## config.mk

```make
export PLATFORM = sky130hd
export DESIGN_NAME = stcc_top
export DESIGN_NICKNAME = d
export VERILOG_FILES = /design/src/rtl/stcc_pkg.sv /design/src/rtl/stcc_top.sv
export SDC_FILE = /design/constraint.sdc
export NUM_CORES = 1
export LEC_CHECK = 0
export ABC_AREA = 1
export BUFFER_PORTS_ARGS = -buffer_cell sky130_fd_sc_hd__buf_4
export CELL_PAD_IN_SITES_DETAIL_PLACEMENT = 0
export CELL_PAD_IN_SITES_GLOBAL_PLACEMENT = 1
export CORE_MARGIN = 5
export CORE_UTILIZATION = 41
export CTS_BUF_LIST = sky130_fd_sc_hd__clkbuf_4 sky130_fd_sc_hd__clkbuf_8 sky130_fd_sc_hd__clkbuf_16
export DETAILED_ROUTE_END_ITERATION = 16
export GPL_TIMING_DRIVEN = 0
export PLACE_DENSITY_LB_ADDON = 0.12
export SYNTH_ARGS = -nofsm -noshare
export SYNTH_HDL_FRONTEND = slang
export SYNTH_SLANG_ARGS = --single-unit
```

## constraint.sdc

```tcl
create_clock -name sys_clk -period 2.3 [get_ports sys_clk]
set_input_delay 0.23 -clock sys_clk [delete_from_list [all_inputs] [get_ports sys_clk]]
set_output_delay 0.23 -clock sys_clk [all_outputs]
set_load 0.01 [all_outputs]
```

## src/rtl/stcc_pkg.sv

```systemverilog
// constants, commands and states of the sensor teach and setting controller
// Function
// - after mark acquisition, next button press acquires the background
// - successful acquisition holds ready indicator steadily on
// - insufficient contrast blinks ready indicator fast
// - button press during failure blink restores previous setting
// - master commands tp1 and tp2 equal mark and background steps
// - mark variant: 5 s hold or command sets max sensitivity, indicator off
// - 10 s hold forces switching output pin back to pnp
// - reflector variants: 3 s hold or command sets max sensitivity
// - reflector variants: short hold or single value command acquires reflector
// - tracking variant readjusts threshold after 1 minute of low signal
// - tracking variant: signal too weak to compensate holds switching output on
// - trimmer selects polarity: counterclockwise light, clockwise dark
// - master switching channel config can also select light or dark
// - remote input high means pressed, low or open means released
// - process input data 4 bits, or 5 with alarm; no output data
// - lock, teach channel, emitter and keylock indices excluded from storage
// - output type setting turns the output pin into remote input
package stcc_pkg;
  // ************************************************************
  // register byte offsets
  // ************************************************************
  localparam logic [7:0] REG_CTRL = 8'h00;
  localparam logic [7:0] REG_CMD = 8'h04;
  localparam logic [7:0] REG_STATUS = 8'h08;
  localparam logic [7:0] REG_IRQ_STAT = 8'h0C;
  localparam logic [7:0] REG_IRQ_MASK = 8'h10;
  localparam logic [7:0] REG_DS_QUERY = 8'h14;
  // ctrl fields
  localparam int CTRL_SSC_EN = 0;
  localparam int CTRL_SSC_DARK = 1;
  localparam int CTRL_REMOTE_SEL = 2;
  localparam int CTRL_PNP = 3;
  localparam logic [3:0] CTRL_RESET = 4'h8;
  // irq fields
  localparam int IRQ_OK = 0;
  localparam int IRQ_FAIL = 1;
  localparam int IRQ_MAXS = 2;
  localparam int IRQ_PNP = 3;
  localparam int IRQ_TRACK = 4;
  localparam int IRQ_W = 5;
  // ************************************************************
  // master commands
  // ************************************************************
  localparam logic [3:0] CMD_TP1 = 4'h1;
  localparam logic [3:0] CMD_TP2 = 4'h2;
  localparam logic [3:0] CMD_SINGLE = 4'h3;
  localparam logic [3:0] CMD_MAXS = 4'h4;
  // indices kept out of data storage
  localparam logic [15:0] IDX_LOCKS = 16'h000C;
  localparam logic [15:0] IDX_TEACH_CH = 16'h003A;
  localparam logic [15:0] IDX_EMITTER = 16'h0051;
  localparam logic [15:0] IDX_KEYLOCK = 16'h0058;
  // ************************************************************
  // timing
  // ************************************************************
  localparam int CLK_PERIOD_NS = 10;
  localparam int MS_NS = 1000000;
  localparam int CYC_PER_MS = MS_NS / CLK_PERIOD_NS;
  localparam int DEBOUNCE_MS = 20;
  localparam int BLINK_HALF_MS = 100;
  localparam int HOLD_REFL_MAXS_MS = 3000;
  localparam int HOLD_MARK_MAXS_MS = 5000;
  localparam int HOLD_PNP_MS = 10000;
  localparam int TRACK_LOW_MS = 60000;
  // variants
  localparam logic [1:0] VAR_MARK = 2'h0;
  localparam logic [1:0] VAR_REFL = 2'h1;
  localparam logic [1:0] VAR_TRACK = 2'h2;
  // acquisition kinds
  localparam logic [1:0] ACQ_MARK = 2'h0;
  localparam logic [1:0] ACQ_BACK = 2'h1;
  localparam logic [1:0] ACQ_REFL = 2'h2;
  typedef enum logic [1:0] {ST_IDLE, ST_ACQ, ST_FAIL} stcc_state_t;
endpackage

```

## src/rtl/stcc_top.sv

```systemverilog
// sensor teach and setting controller, avalon-mm register slave
`timescale 1ns/1ps
`default_nettype none
module stcc_top #(
  parameter logic [1:0] VARIANT = stcc_pkg::VAR_MARK,
  parameter int PD_BITS = 4,
  parameter int MS_CYCLES = stcc_pkg::CYC_PER_MS
) (
  input wire logic sys_clk,
  input wire logic reset,
  input wire logic clk_en,
  input wire logic [7:0] avs_address,
  input wire logic avs_read,
  input wire logic avs_write,
  input wire logic [31:0] avs_writedata,
  output logic [31:0] avs_readdata,
  output logic avs_waitrequest,
  input wire logic button_pin,
  input wire logic remote_pin,
  input wire logic mode_trimmer_cw,
  input wire logic acq_done,
  input wire logic acq_ok,
  input wire logic object_present,
  input wire logic signal_low,
  input wire logic signal_too_weak,
  output logic acq_start,
  output logic [1:0] acq_kind,
  output logic restore_setting,
  output logic max_sens_set,
  output logic thr_adjust,
  output logic out_pnp,
  output logic remote_sel,
  output logic switch_out,
  output logic switch_state_indicator,
  output logic teach_status_indicator,
  output logic [4:0] pd_in,
  output logic irq
);
  // ************************************************************
  // functions
  // ************************************************************
  function automatic logic ds_excluded(input logic [15:0] idx);
    ds_excluded = (idx == stcc_pkg::IDX_LOCKS) || (idx == stcc_pkg::IDX_TEACH_CH) ||
                  (idx == stcc_pkg::IDX_EMITTER) || (idx == stcc_pkg::IDX_KEYLOCK);
  endfunction

  function automatic logic sync_agree(input logic [2:0] s);
    sync_agree = s[1] == s[2];
  endfunction

  // ************************************************************
  // pin synchronisers
  // ************************************************************
  logic [2:0] btn_sync_reg;
  logic [2:0] rem_sync_reg;
  logic [2:0] trim_sync_reg;
  logic btn_lvl_reg;
  logic rem_lvl_reg;
  logic trim_lvl_reg;
  always_ff @(posedge sys_clk) begin
    if (reset) begin
      btn_sync_reg <= 3'h0;
      rem_sync_reg <= 3'h0;
      trim_sync_reg <= 3'h0;
    end else if (clk_en) begin
      btn_sync_reg <= {btn_sync_reg[1:0], button_pin};
      rem_sync_reg <= {rem_sync_reg[1:0], remote_pin};
      trim_sync_reg <= {trim_sync_reg[1:0], mode_trimmer_cw};
    end
  end
  // only stages two and three are compared, stage one feeds stage two alone
  always_ff @(posedge sys_clk) begin
    if (reset) begin
      btn_lvl_reg <= 1'b0;
      rem_lvl_reg <= 1'b0;
      trim_lvl_reg <= 1'b0;
    end else if (clk_en) begin
      if (sync_agree(btn_sync_reg)) btn_lvl_reg <= btn_sync_reg[2];
      if (sync_agree(rem_sync_reg)) rem_lvl_reg <= rem_sync_reg[2];
      if (sync_agree(trim_sync_reg)) trim_lvl_reg <= trim_sync_reg[2];
    end
  end

  // ************************************************************
  // millisecond tick
  // ************************************************************
  logic [31:0] ms_div_reg;
  logic ms_tick;
  assign ms_tick = ms_div_reg == 32'(MS_CYCLES - 1);
  always_ff @(posedge sys_clk) begin
    if (reset) ms_div_reg <= 32'h0000_0000;
    else if (clk_en) ms_div_reg <= ms_tick ? 32'h0000_0000 : ms_div_reg + 32'h0000_0001;
  end

  // ************************************************************
  // control register and press debounce
  // ************************************************************
  logic [3:0] ctrl_reg;
  logic raw_press;
  logic press_reg;
  logic [4:0] deb_cnt_reg;
  assign raw_press = btn_lvl_reg | (ctrl_reg[stcc_pkg::CTRL_REMOTE_SEL] & rem_lvl_reg);
  always_ff @(posedge sys_clk) begin
    if (reset) begin
      press_reg <= 1'b0;
      deb_cnt_reg <= 5'h00;
    end else if (clk_en) begin
      if (raw_press == press_reg) deb_cnt_reg <= 5'h00;
      else if (ms_tick) begin
        if (deb_cnt_reg == 5'(stcc_pkg::DEBOUNCE_MS - 1)) begin
          press_reg <= raw_press;
          deb_cnt_reg <= 5'h00;
        end else deb_cnt_reg <= deb_cnt_reg + 5'h01;
      end
    end
  end

  // ************************************************************
  // hold timer
  // ************************************************************
  logic press_d_reg;
  logic [13:0] hold_ms_reg;
  logic release_evt;
  logic hold_short;
  logic hold_maxs;
  logic hold_pnp;
  localparam int MAXS_MS = (VARIANT == stcc_pkg::VAR_MARK) ?
                           stcc_pkg::HOLD_MARK_MAXS_MS : stcc_pkg::HOLD_REFL_MAXS_MS;
  assign release_evt = press_d_reg & ~press_reg;
  assign hold_pnp = hold_ms_reg >= 14'(stcc_pkg::HOLD_PNP_MS);
  assign hold_maxs = !hold_pnp && hold_ms_reg >= 14'(MAXS_MS);
  assign hold_short = !hold_pnp && !hold_maxs;
  always_ff @(posedge sys_clk) begin
    if (reset) begin
      press_d_reg <= 1'b0;
      hold_ms_reg <= 14'h0000;
    end else if (clk_en) begin
      press_d_reg <= press_reg;
      if (!press_reg) hold_ms_reg <= 14'h0000;
      else if (ms_tick && !hold_pnp) hold_ms_reg <= hold_ms_reg + 14'h0001;
    end
  end

  // ************************************************************
  // avalon slave
  // ************************************************************
  logic access;
  logic wr_en;
  logic cmd_wr;
  logic [3:0] cmd_code;
  localparam int IRQ_BITS = stcc_pkg::IRQ_W;
  logic [IRQ_BITS-1:0] irq_stat_reg;
  logic [IRQ_BITS-1:0] irq_mask_reg;
  logic [IRQ_BITS-1:0] irq_set;
  logic [15:0] ds_idx_reg;
  logic [31:0] rd_mux;
  assign access = (avs_read | avs_write) & avs_waitrequest;
  assign wr_en = clk_en & avs_write & ~avs_waitrequest;
  assign cmd_wr = wr_en && avs_address == stcc_pkg::REG_CMD;
  assign cmd_code = avs_writedata[3:0];
  // one wait state, then data and write take effect together
  always_ff @(posedge sys_clk) begin
    if (reset) avs_waitrequest <= 1'b1;
    else if (clk_en) avs_waitrequest <= ~access;
  end
  always_ff @(posedge sys_clk) begin
    if (reset) avs_readdata <= 32'h0000_0000;
    else if (clk_en && access) avs_readdata <= rd_mux;
  end
  always_ff @(posedge sys_clk) begin
    if (reset) begin
      ds_idx_reg <= 16'h0000;
      irq_mask_reg <= '0;
    end else if (wr_en) begin
      if (avs_address == stcc_pkg::REG_DS_QUERY) ds_idx_reg <= avs_writedata[15:0];
      if (avs_address == stcc_pkg::REG_IRQ_MASK) irq_mask_reg <= avs_writedata[IRQ_BITS-1:0];
    end
  end
  // set beats a same-cycle write-one clear
  always_ff @(posedge sys_clk) begin
    if (reset) irq_stat_reg <= '0;
    else if (clk_en) begin
      if (wr_en && avs_address == stcc_pkg::REG_IRQ_STAT)
        irq_stat_reg <= (irq_stat_reg & ~avs_writedata[IRQ_BITS-1:0]) | irq_set;
      else irq_stat_reg <= irq_stat_reg | irq_set;
    end
  end
  always_ff @(posedge sys_clk) begin
    if (reset) irq <= 1'b0;
    else if (clk_en) irq <= |(irq_stat_reg & irq_mask_reg);
  end

  // ************************************************************
  // teach sequencer
  // ************************************************************
  stcc_pkg::stcc_state_t state_reg;
  logic mark_done_reg;
  logic ready_on_reg;
  logic maxs_reg;
  logic pnp_evt;
  logic maxs_evt;
  logic teach_req;
  logic [1:0] teach_kind;
  logic [6:0] blink_cnt_reg;
  logic blink_reg;
  always_comb begin
    teach_req = 1'b0;
    teach_kind = stcc_pkg::ACQ_MARK;
    maxs_evt = cmd_wr && cmd_code == stcc_pkg::CMD_MAXS;
    pnp_evt = release_evt && hold_pnp;
    if (release_evt && hold_maxs) maxs_evt = 1'b1;
    if (VARIANT == stcc_pkg::VAR_MARK) begin
      if (cmd_wr && cmd_code == stcc_pkg::CMD_TP1) teach_req = 1'b1;
      if (cmd_wr && cmd_code == stcc_pkg::CMD_TP2) begin
        teach_req = 1'b1;
        teach_kind = stcc_pkg::ACQ_BACK;
      end
      if (release_evt && hold_short) begin
        teach_req = 1'b1;
        teach_kind = mark_done_reg ? stcc_pkg::ACQ_BACK : stcc_pkg::ACQ_MARK;
      end
    end else begin
      if ((release_evt && hold_short) || (cmd_wr && cmd_code == stcc_pkg::CMD_SINGLE)) begin
        teach_req = 1'b1;
        teach_kind = stcc_pkg::ACQ_REFL;
      end
    end
  end
  always_ff @(posedge sys_clk) begin
    if (reset) begin
      state_reg <= stcc_pkg::ST_IDLE;
      mark_done_reg <= 1'b0;
      ready_on_reg <= 1'b1;
      maxs_reg <= 1'b0;
      acq_start <= 1'b0;
      acq_kind <= stcc_pkg::ACQ_MARK;
      restore_setting <= 1'b0;
      max_sens_set <= 1'b0;
      irq_set <= '0;
    end else if (clk_en) begin
      acq_start <= 1'b0;
      restore_setting <= 1'b0;
      max_sens_set <= 1'b0;
      irq_set <= '0;
      irq_set[stcc_pkg::IRQ_PNP] <= pnp_evt;
      unique case (state_reg)
        stcc_pkg::ST_IDLE: begin
          if (teach_req) begin
            acq_start <= 1'b1;
            acq_kind <= teach_kind;
            state_reg <= stcc_pkg::ST_ACQ;
          end else if (maxs_evt) begin
            // mark variant goes dark, reflector lights
            max_sens_set <= 1'b1;
            maxs_reg <= 1'b1;
            mark_done_reg <= 1'b0;
            ready_on_reg <= VARIANT != stcc_pkg::VAR_MARK;
            irq_set[stcc_pkg::IRQ_MAXS] <= 1'b1;
          end
        end
        stcc_pkg::ST_ACQ: begin
          if (acq_done) begin
            if (acq_ok) begin
              ready_on_reg <= 1'b1;
              maxs_reg <= 1'b0;
              mark_done_reg <= acq_kind == stcc_pkg::ACQ_MARK;
              irq_set[stcc_pkg::IRQ_OK] <= 1'b1;
              state_reg <= stcc_pkg::ST_IDLE;
            end else begin
              irq_set[stcc_pkg::IRQ_FAIL] <= 1'b1;
              state_reg <= stcc_pkg::ST_FAIL;
            end
          end
        end
        stcc_pkg::ST_FAIL: begin
          if (release_evt) begin
            restore_setting <= 1'b1;
            mark_done_reg <= 1'b0;
            ready_on_reg <= 1'b1;
            state_reg <= stcc_pkg::ST_IDLE;
          end
        end
      endcase
    end
  end
  always_ff @(posedge sys_clk) begin
    if (reset) begin
      blink_cnt_reg <= 7'h00;
      blink_reg <= 1'b0;
    end else if (clk_en && ms_tick) begin
      if (blink_cnt_reg == 7'(stcc_pkg::BLINK_HALF_MS - 1)) begin
        blink_cnt_reg <= 7'h00;
        blink_reg <= ~blink_reg;
      end else blink_cnt_reg <= blink_cnt_reg + 7'h01;
    end
  end
  // hold feedback: lit only while the max sensitivity hold window is open
  always_ff @(posedge sys_clk) begin
    if (reset) teach_status_indicator <= 1'b1;
    else if (clk_en) begin
      if (state_reg == stcc_pkg::ST_FAIL) teach_status_indicator <= blink_reg;
      else if (state_reg == stcc_pkg::ST_ACQ) teach_status_indicator <= 1'b0;
      else if (press_reg) teach_status_indicator <= hold_maxs;
      else teach_status_indicator <= ready_on_reg;
    end
  end

  // ************************************************************
  // control and pin mode
  // ************************************************************
  always_ff @(posedge sys_clk) begin
    if (reset) ctrl_reg <= stcc_pkg::CTRL_RESET;
    else if (clk_en) begin
      if (wr_en && avs_address == stcc_pkg::REG_CTRL) ctrl_reg <= avs_writedata[3:0];
      if (pnp_evt) ctrl_reg[stcc_pkg::CTRL_PNP] <= 1'b1;
    end
  end
  always_ff @(posedge sys_clk) begin
    if (reset) begin
      out_pnp <= 1'b1;
      remote_sel <= 1'b0;
    end else if (clk_en) begin
      out_pnp <= ctrl_reg[stcc_pkg::CTRL_PNP];
      remote_sel <= ctrl_reg[stcc_pkg::CTRL_REMOTE_SEL];
    end
  end

  // ************************************************************
  // threshold tracking and switching output
  // ************************************************************
  logic [15:0] low_ms_reg;
  logic dark_sel;
  logic out_next;
  always_ff @(posedge sys_clk) begin
    if (reset) begin
      low_ms_reg <= 16'h0000;
      thr_adjust <= 1'b0;
    end else if (clk_en) begin
      thr_adjust <= 1'b0;
      if (VARIANT != stcc_pkg::VAR_TRACK || !signal_low || signal_too_weak)
        low_ms_reg <= 16'h0000;
      else if (ms_tick) begin
        if (low_ms_reg == 16'(stcc_pkg::TRACK_LOW_MS - 1)) begin
          low_ms_reg <= 16'h0000;
          thr_adjust <= 1'b1;
        end else low_ms_reg <= low_ms_reg + 16'h0001;
      end
    end
  end
  // master config overrides trimmer, trimmer clockwise is dark
  assign dark_sel = ctrl_reg[stcc_pkg::CTRL_SSC_EN] ? ctrl_reg[stcc_pkg::CTRL_SSC_DARK]
                                                     : trim_lvl_reg;
  assign out_next = (VARIANT == stcc_pkg::VAR_TRACK && signal_too_weak) |
                    (dark_sel ? object_present : ~object_present);
  always_ff @(posedge sys_clk) begin
    if (reset) begin
      switch_out <= 1'b0;
      switch_state_indicator <= 1'b0;
      pd_in <= 5'h00;
    end else if (clk_en) begin
      switch_out <= out_next;
      switch_state_indicator <= out_next;
      pd_in[0] <= out_next;
      pd_in[1] <= out_next;
      pd_in[2] <= state_reg != stcc_pkg::ST_IDLE;
      pd_in[3] <= signal_low;
      pd_in[4] <= (PD_BITS > 4) && signal_too_weak;
    end
  end

  // ************************************************************
  // read mux
  // ************************************************************
  always_comb begin
    rd_mux = 32'h0000_0000;
    unique case (avs_address)
      stcc_pkg::REG_CTRL: rd_mux[3:0] = ctrl_reg;
      stcc_pkg::REG_STATUS:
        rd_mux[7:0] = {2'h0, dark_sel, maxs_reg, mark_done_reg, ready_on_reg, state_reg};
      stcc_pkg::REG_IRQ_STAT: rd_mux[IRQ_BITS-1:0] = irq_stat_reg;
      stcc_pkg::REG_IRQ_MASK: rd_mux[IRQ_BITS-1:0] = irq_mask_reg;
      stcc_pkg::REG_DS_QUERY: rd_mux = {15'h0000, ds_excluded(ds_idx_reg), ds_idx_reg};
      default: rd_mux = 32'h0000_0000;
    endcase
  end
endmodule // stcc_top
`default_nettype wire

```

==> summary.md <==
| Metric | Value |
|---|---|
| Yosys top cell by area | dfxtp_1 |
| Commonest non-fill, non-tap cell in the layout | nand2_1 |
| # clock sinks | 140 |
| Worst hold path type | input pin to flop |
| Final WS setup | ~0.29 ns |
| Via count | between 6000 and 7000 |
| Tmin final | roughly 2 ns |
| Synthesis-stage register bit count | between 100 and 150 |
| Nets | 1170 |
| Max_cap viols | 0 |
| Worst Setup End Kind | flop |
| RSZ-0062 raised after global routing | no |
| WL/cell | roughly 15 um |
| Crit path max fanout | 10 |
| Worst r2r path cells | 11 |
| DR pass1 iterations | 6 |
| Final GP Congestion | about 0.86 |
| Kind of critical path | flop to flop |
| First-pass GRT wire length | between 30000 and 40000 um |
| H-tree depth | 4 |
| Syn avg cell area | 6.99 um^2 |
| Clock Tree Buf Depth | 2 |
| CP Launch Type | flop |
| Final worst path period share | between 80% and 90% |
| Power per Cell Area | between 600 and 700 nW/um^2 |
| Iter 0 DRT Violations | about 340 |
| Layout cells sized above 1 | between 10 and 15% |
| Top cell type's share of synthesized area | between 30 and 40% |
| Remaining DRCs | 0 |
| Synthesis-to-finish area growth | 20.4% |
| EDFF count, synth | 0 |
| Clock Skews | around 0.0098 ns |
| Antenna-violating nets left | 0 |
| Vias in the first global route | between 6000 and 7000 |
| # IOs | about 100 |
| Cts repair resizes | 0 |
| Worst slew pin tran | between 0.6 and 0.7 ns |
| Total track usage | approximately a fifth |
| Ant diodes | 0 |
| Die span in x | approximately 140 um |
| Total gr overflow | 0 |
| Syn Inst Count | ~1000 |
| Core area | around 17000 um^2 |
| Main synth FF type | dfxtp_1 |
| Fmax | roughly 0.50 GHz |
| Yosys cell types | 44 |
| Max reg flops | 32 |
| Worst-path clk slew | approximately 0.07 ns |
| Fin. max-slew vios | 0 |
| Post-CTS Setup Inserts | 0 |
| Later-pin clock latency in the skew report | roughly 0.43 ns |
| Final wirelength | just over 20000 um |
| Dpl hpwl | ~15000 um |
| Sequential share of the synthesized area | 39.8% |
| Final setup fails | 0 |
| Die Height | ~140 um |
| CTS Buf Count | 17 |
| Hold-fix buffers, CTS | 0 |
| Die Area | ~20000 um^2 |
| Hold path cells | 3 |
| Arrival time worst endpoint | between 2 and 2.5 ns |
| Static Leak | ~3.4 nW |
| IO Port Bufs | between 60 and 70 |
| Largest net degree at the start of global routing | 17 |
| Clock tree from TritonCTS | yes |
| Status | finished, final reports clean |
| Largest cells by area after synthesis | dfxtp_1 40%, nand2_1 9.2%, a21oi_1 7.8%, nor2_1 6.2%, inv_1 6.1% |
| Root Driver | clkbuf_16 |
| Initial antenna violation count | 0 |
| Mapped Area | slightly above 7000 um^2 |
| Slew margin rel. | a little over half |
| Critical path required time | around 2.6 ns |
| Final Hold Fails | 0 |
| Site Rows | 48 |
| Setup WS pre-CTS | between 0.2 and 0.25 ns |
| Synth Warn # | 0 |
| Peak supply drop | 0.000528 V |
| Ys async rst share | 0% |
| Most frequent cells in the layout | 173 x nand2_1, 140 x dfxtp_1, 117 x nor2_1 |
| Number of vias per cell | 5.01 |
| Post-route setup TNS | 0 ns |
| Starting Density | ~41% |
-- through the flow --
| stage | instances | hold WS (ns) | util [%] | cell area [um^2] | total power [mW] |
|---|---|---|---|---|---|
| 6_report | 1347 | 0.0352 | 49.7 | 8470 | 5.93 |
| 5_1_grt | 1347 | 0.0321 | 49.7 | 8470 | 6.15 |
| 4_1_cts | 1347 | 0.0208 | 49.7 | 8470 | 5.98 |
| 3_5_place_dp | 1315 | 0.457 | 46.2 | 7880 | 3.21 |
| 3_3_place_gp | 1315 | 0.452 | 46.2 | 7880 | 3.21 |
| 2_1_floorplan | 1024 | 0.358 | - | 7100 | 2.97 |
-- layer usage --
metal  wire length [um]  GRT usage (%)  up-vias
met3                858           4.10       32
met4                494           7.19        0
met1               9270           26.4     3053
met5                  0              0        -
li1                   -              -     3508
met2               9490           34.3      151
-- critical path, cell delays in order, from the launching register on --
cell and delay [ns]:
dfxtp_1 0.38, ha_1 0.20, nand3_1 0.11, inv_1 0.12, nand4_1 0.09, nor2_1 0.22, nand2_2 0.22, nand2_4 0.19
inv_2 0.09, buf_6 0.16, o21ai_2 0.06, a21oi_1 0.05
-- worst paths after layout --
check                         start              to  slack, ns
hold / removal    avs_writedata[10]  ds_idx_reg[10]       0.04
setup / recovery      ms_div_reg[0]  ms_div_reg[23]       0.29
setup reg to reg      ms_div_reg[0]  ms_div_reg[23]       0.29
hold reg to reg           acq_start       acq_start       0.46
-- cell type report --
cell class,count,area [um^2]
Sequential cell,140,2800
Clock inverter,15,166
Buffer,54,313
Multi-Input combinational cell,713,3550
Timing Repair Buffer,66,495
Inverter,117,439
Fill cell,1849,8590
Tap cell,225,282
Clock buffer,17,425
-- where the power goes --
| part | total, mW | switching (mW) | internal, mW |
|---|---|---|---|
| Sequential | 2.56 | 0.0602 | 2.50 |
| Combinational | 0.597 | 0.361 | 0.236 |
| Clock | 2.77 | 1.16 | 1.61 |
| Total | 5.93 | 1.58 | 4.35 |
-- cell families (layout without fill, tap and decap cells) --
| logic type | count (synthesis) | in the layout | synth area share (%) |
|---|---|---|---|
| other cells | 1 | 18 | 0.0533 |
| fa+ha+maj | 8 | 8 | 1.42 |
| flops | 140 | 140 | 39.8 |
| compound gates | 215 | 215 | 16.3 |
| xor+xnor | 22 | 22 | 2.74 |
| simple gates | 450 | 450 | 29.0 |
| buf+inv | 171 | 269 | 10.7 |
-- cells in the mapped netlist (all sizes together) (5+ instances only) --
| cell type | count |
|---|---|
| nor4 | 6 |
| dfxtp | 140 |
| nand4 | 23 |
| xor2 | 19 |
| clkbuf | 24 |
| ha | 8 |
| o21ai | 81 |
| nand2 | 179 |
| o211ai | 5 |
| nor2 | 125 |
| inv | 117 |
| nor3 | 33 |
| buf | 30 |
| nand3 | 74 |
| a21oi | 110 |
| a211oi | 7 |
No activity file was read; power rests on OpenSTA's default activity.
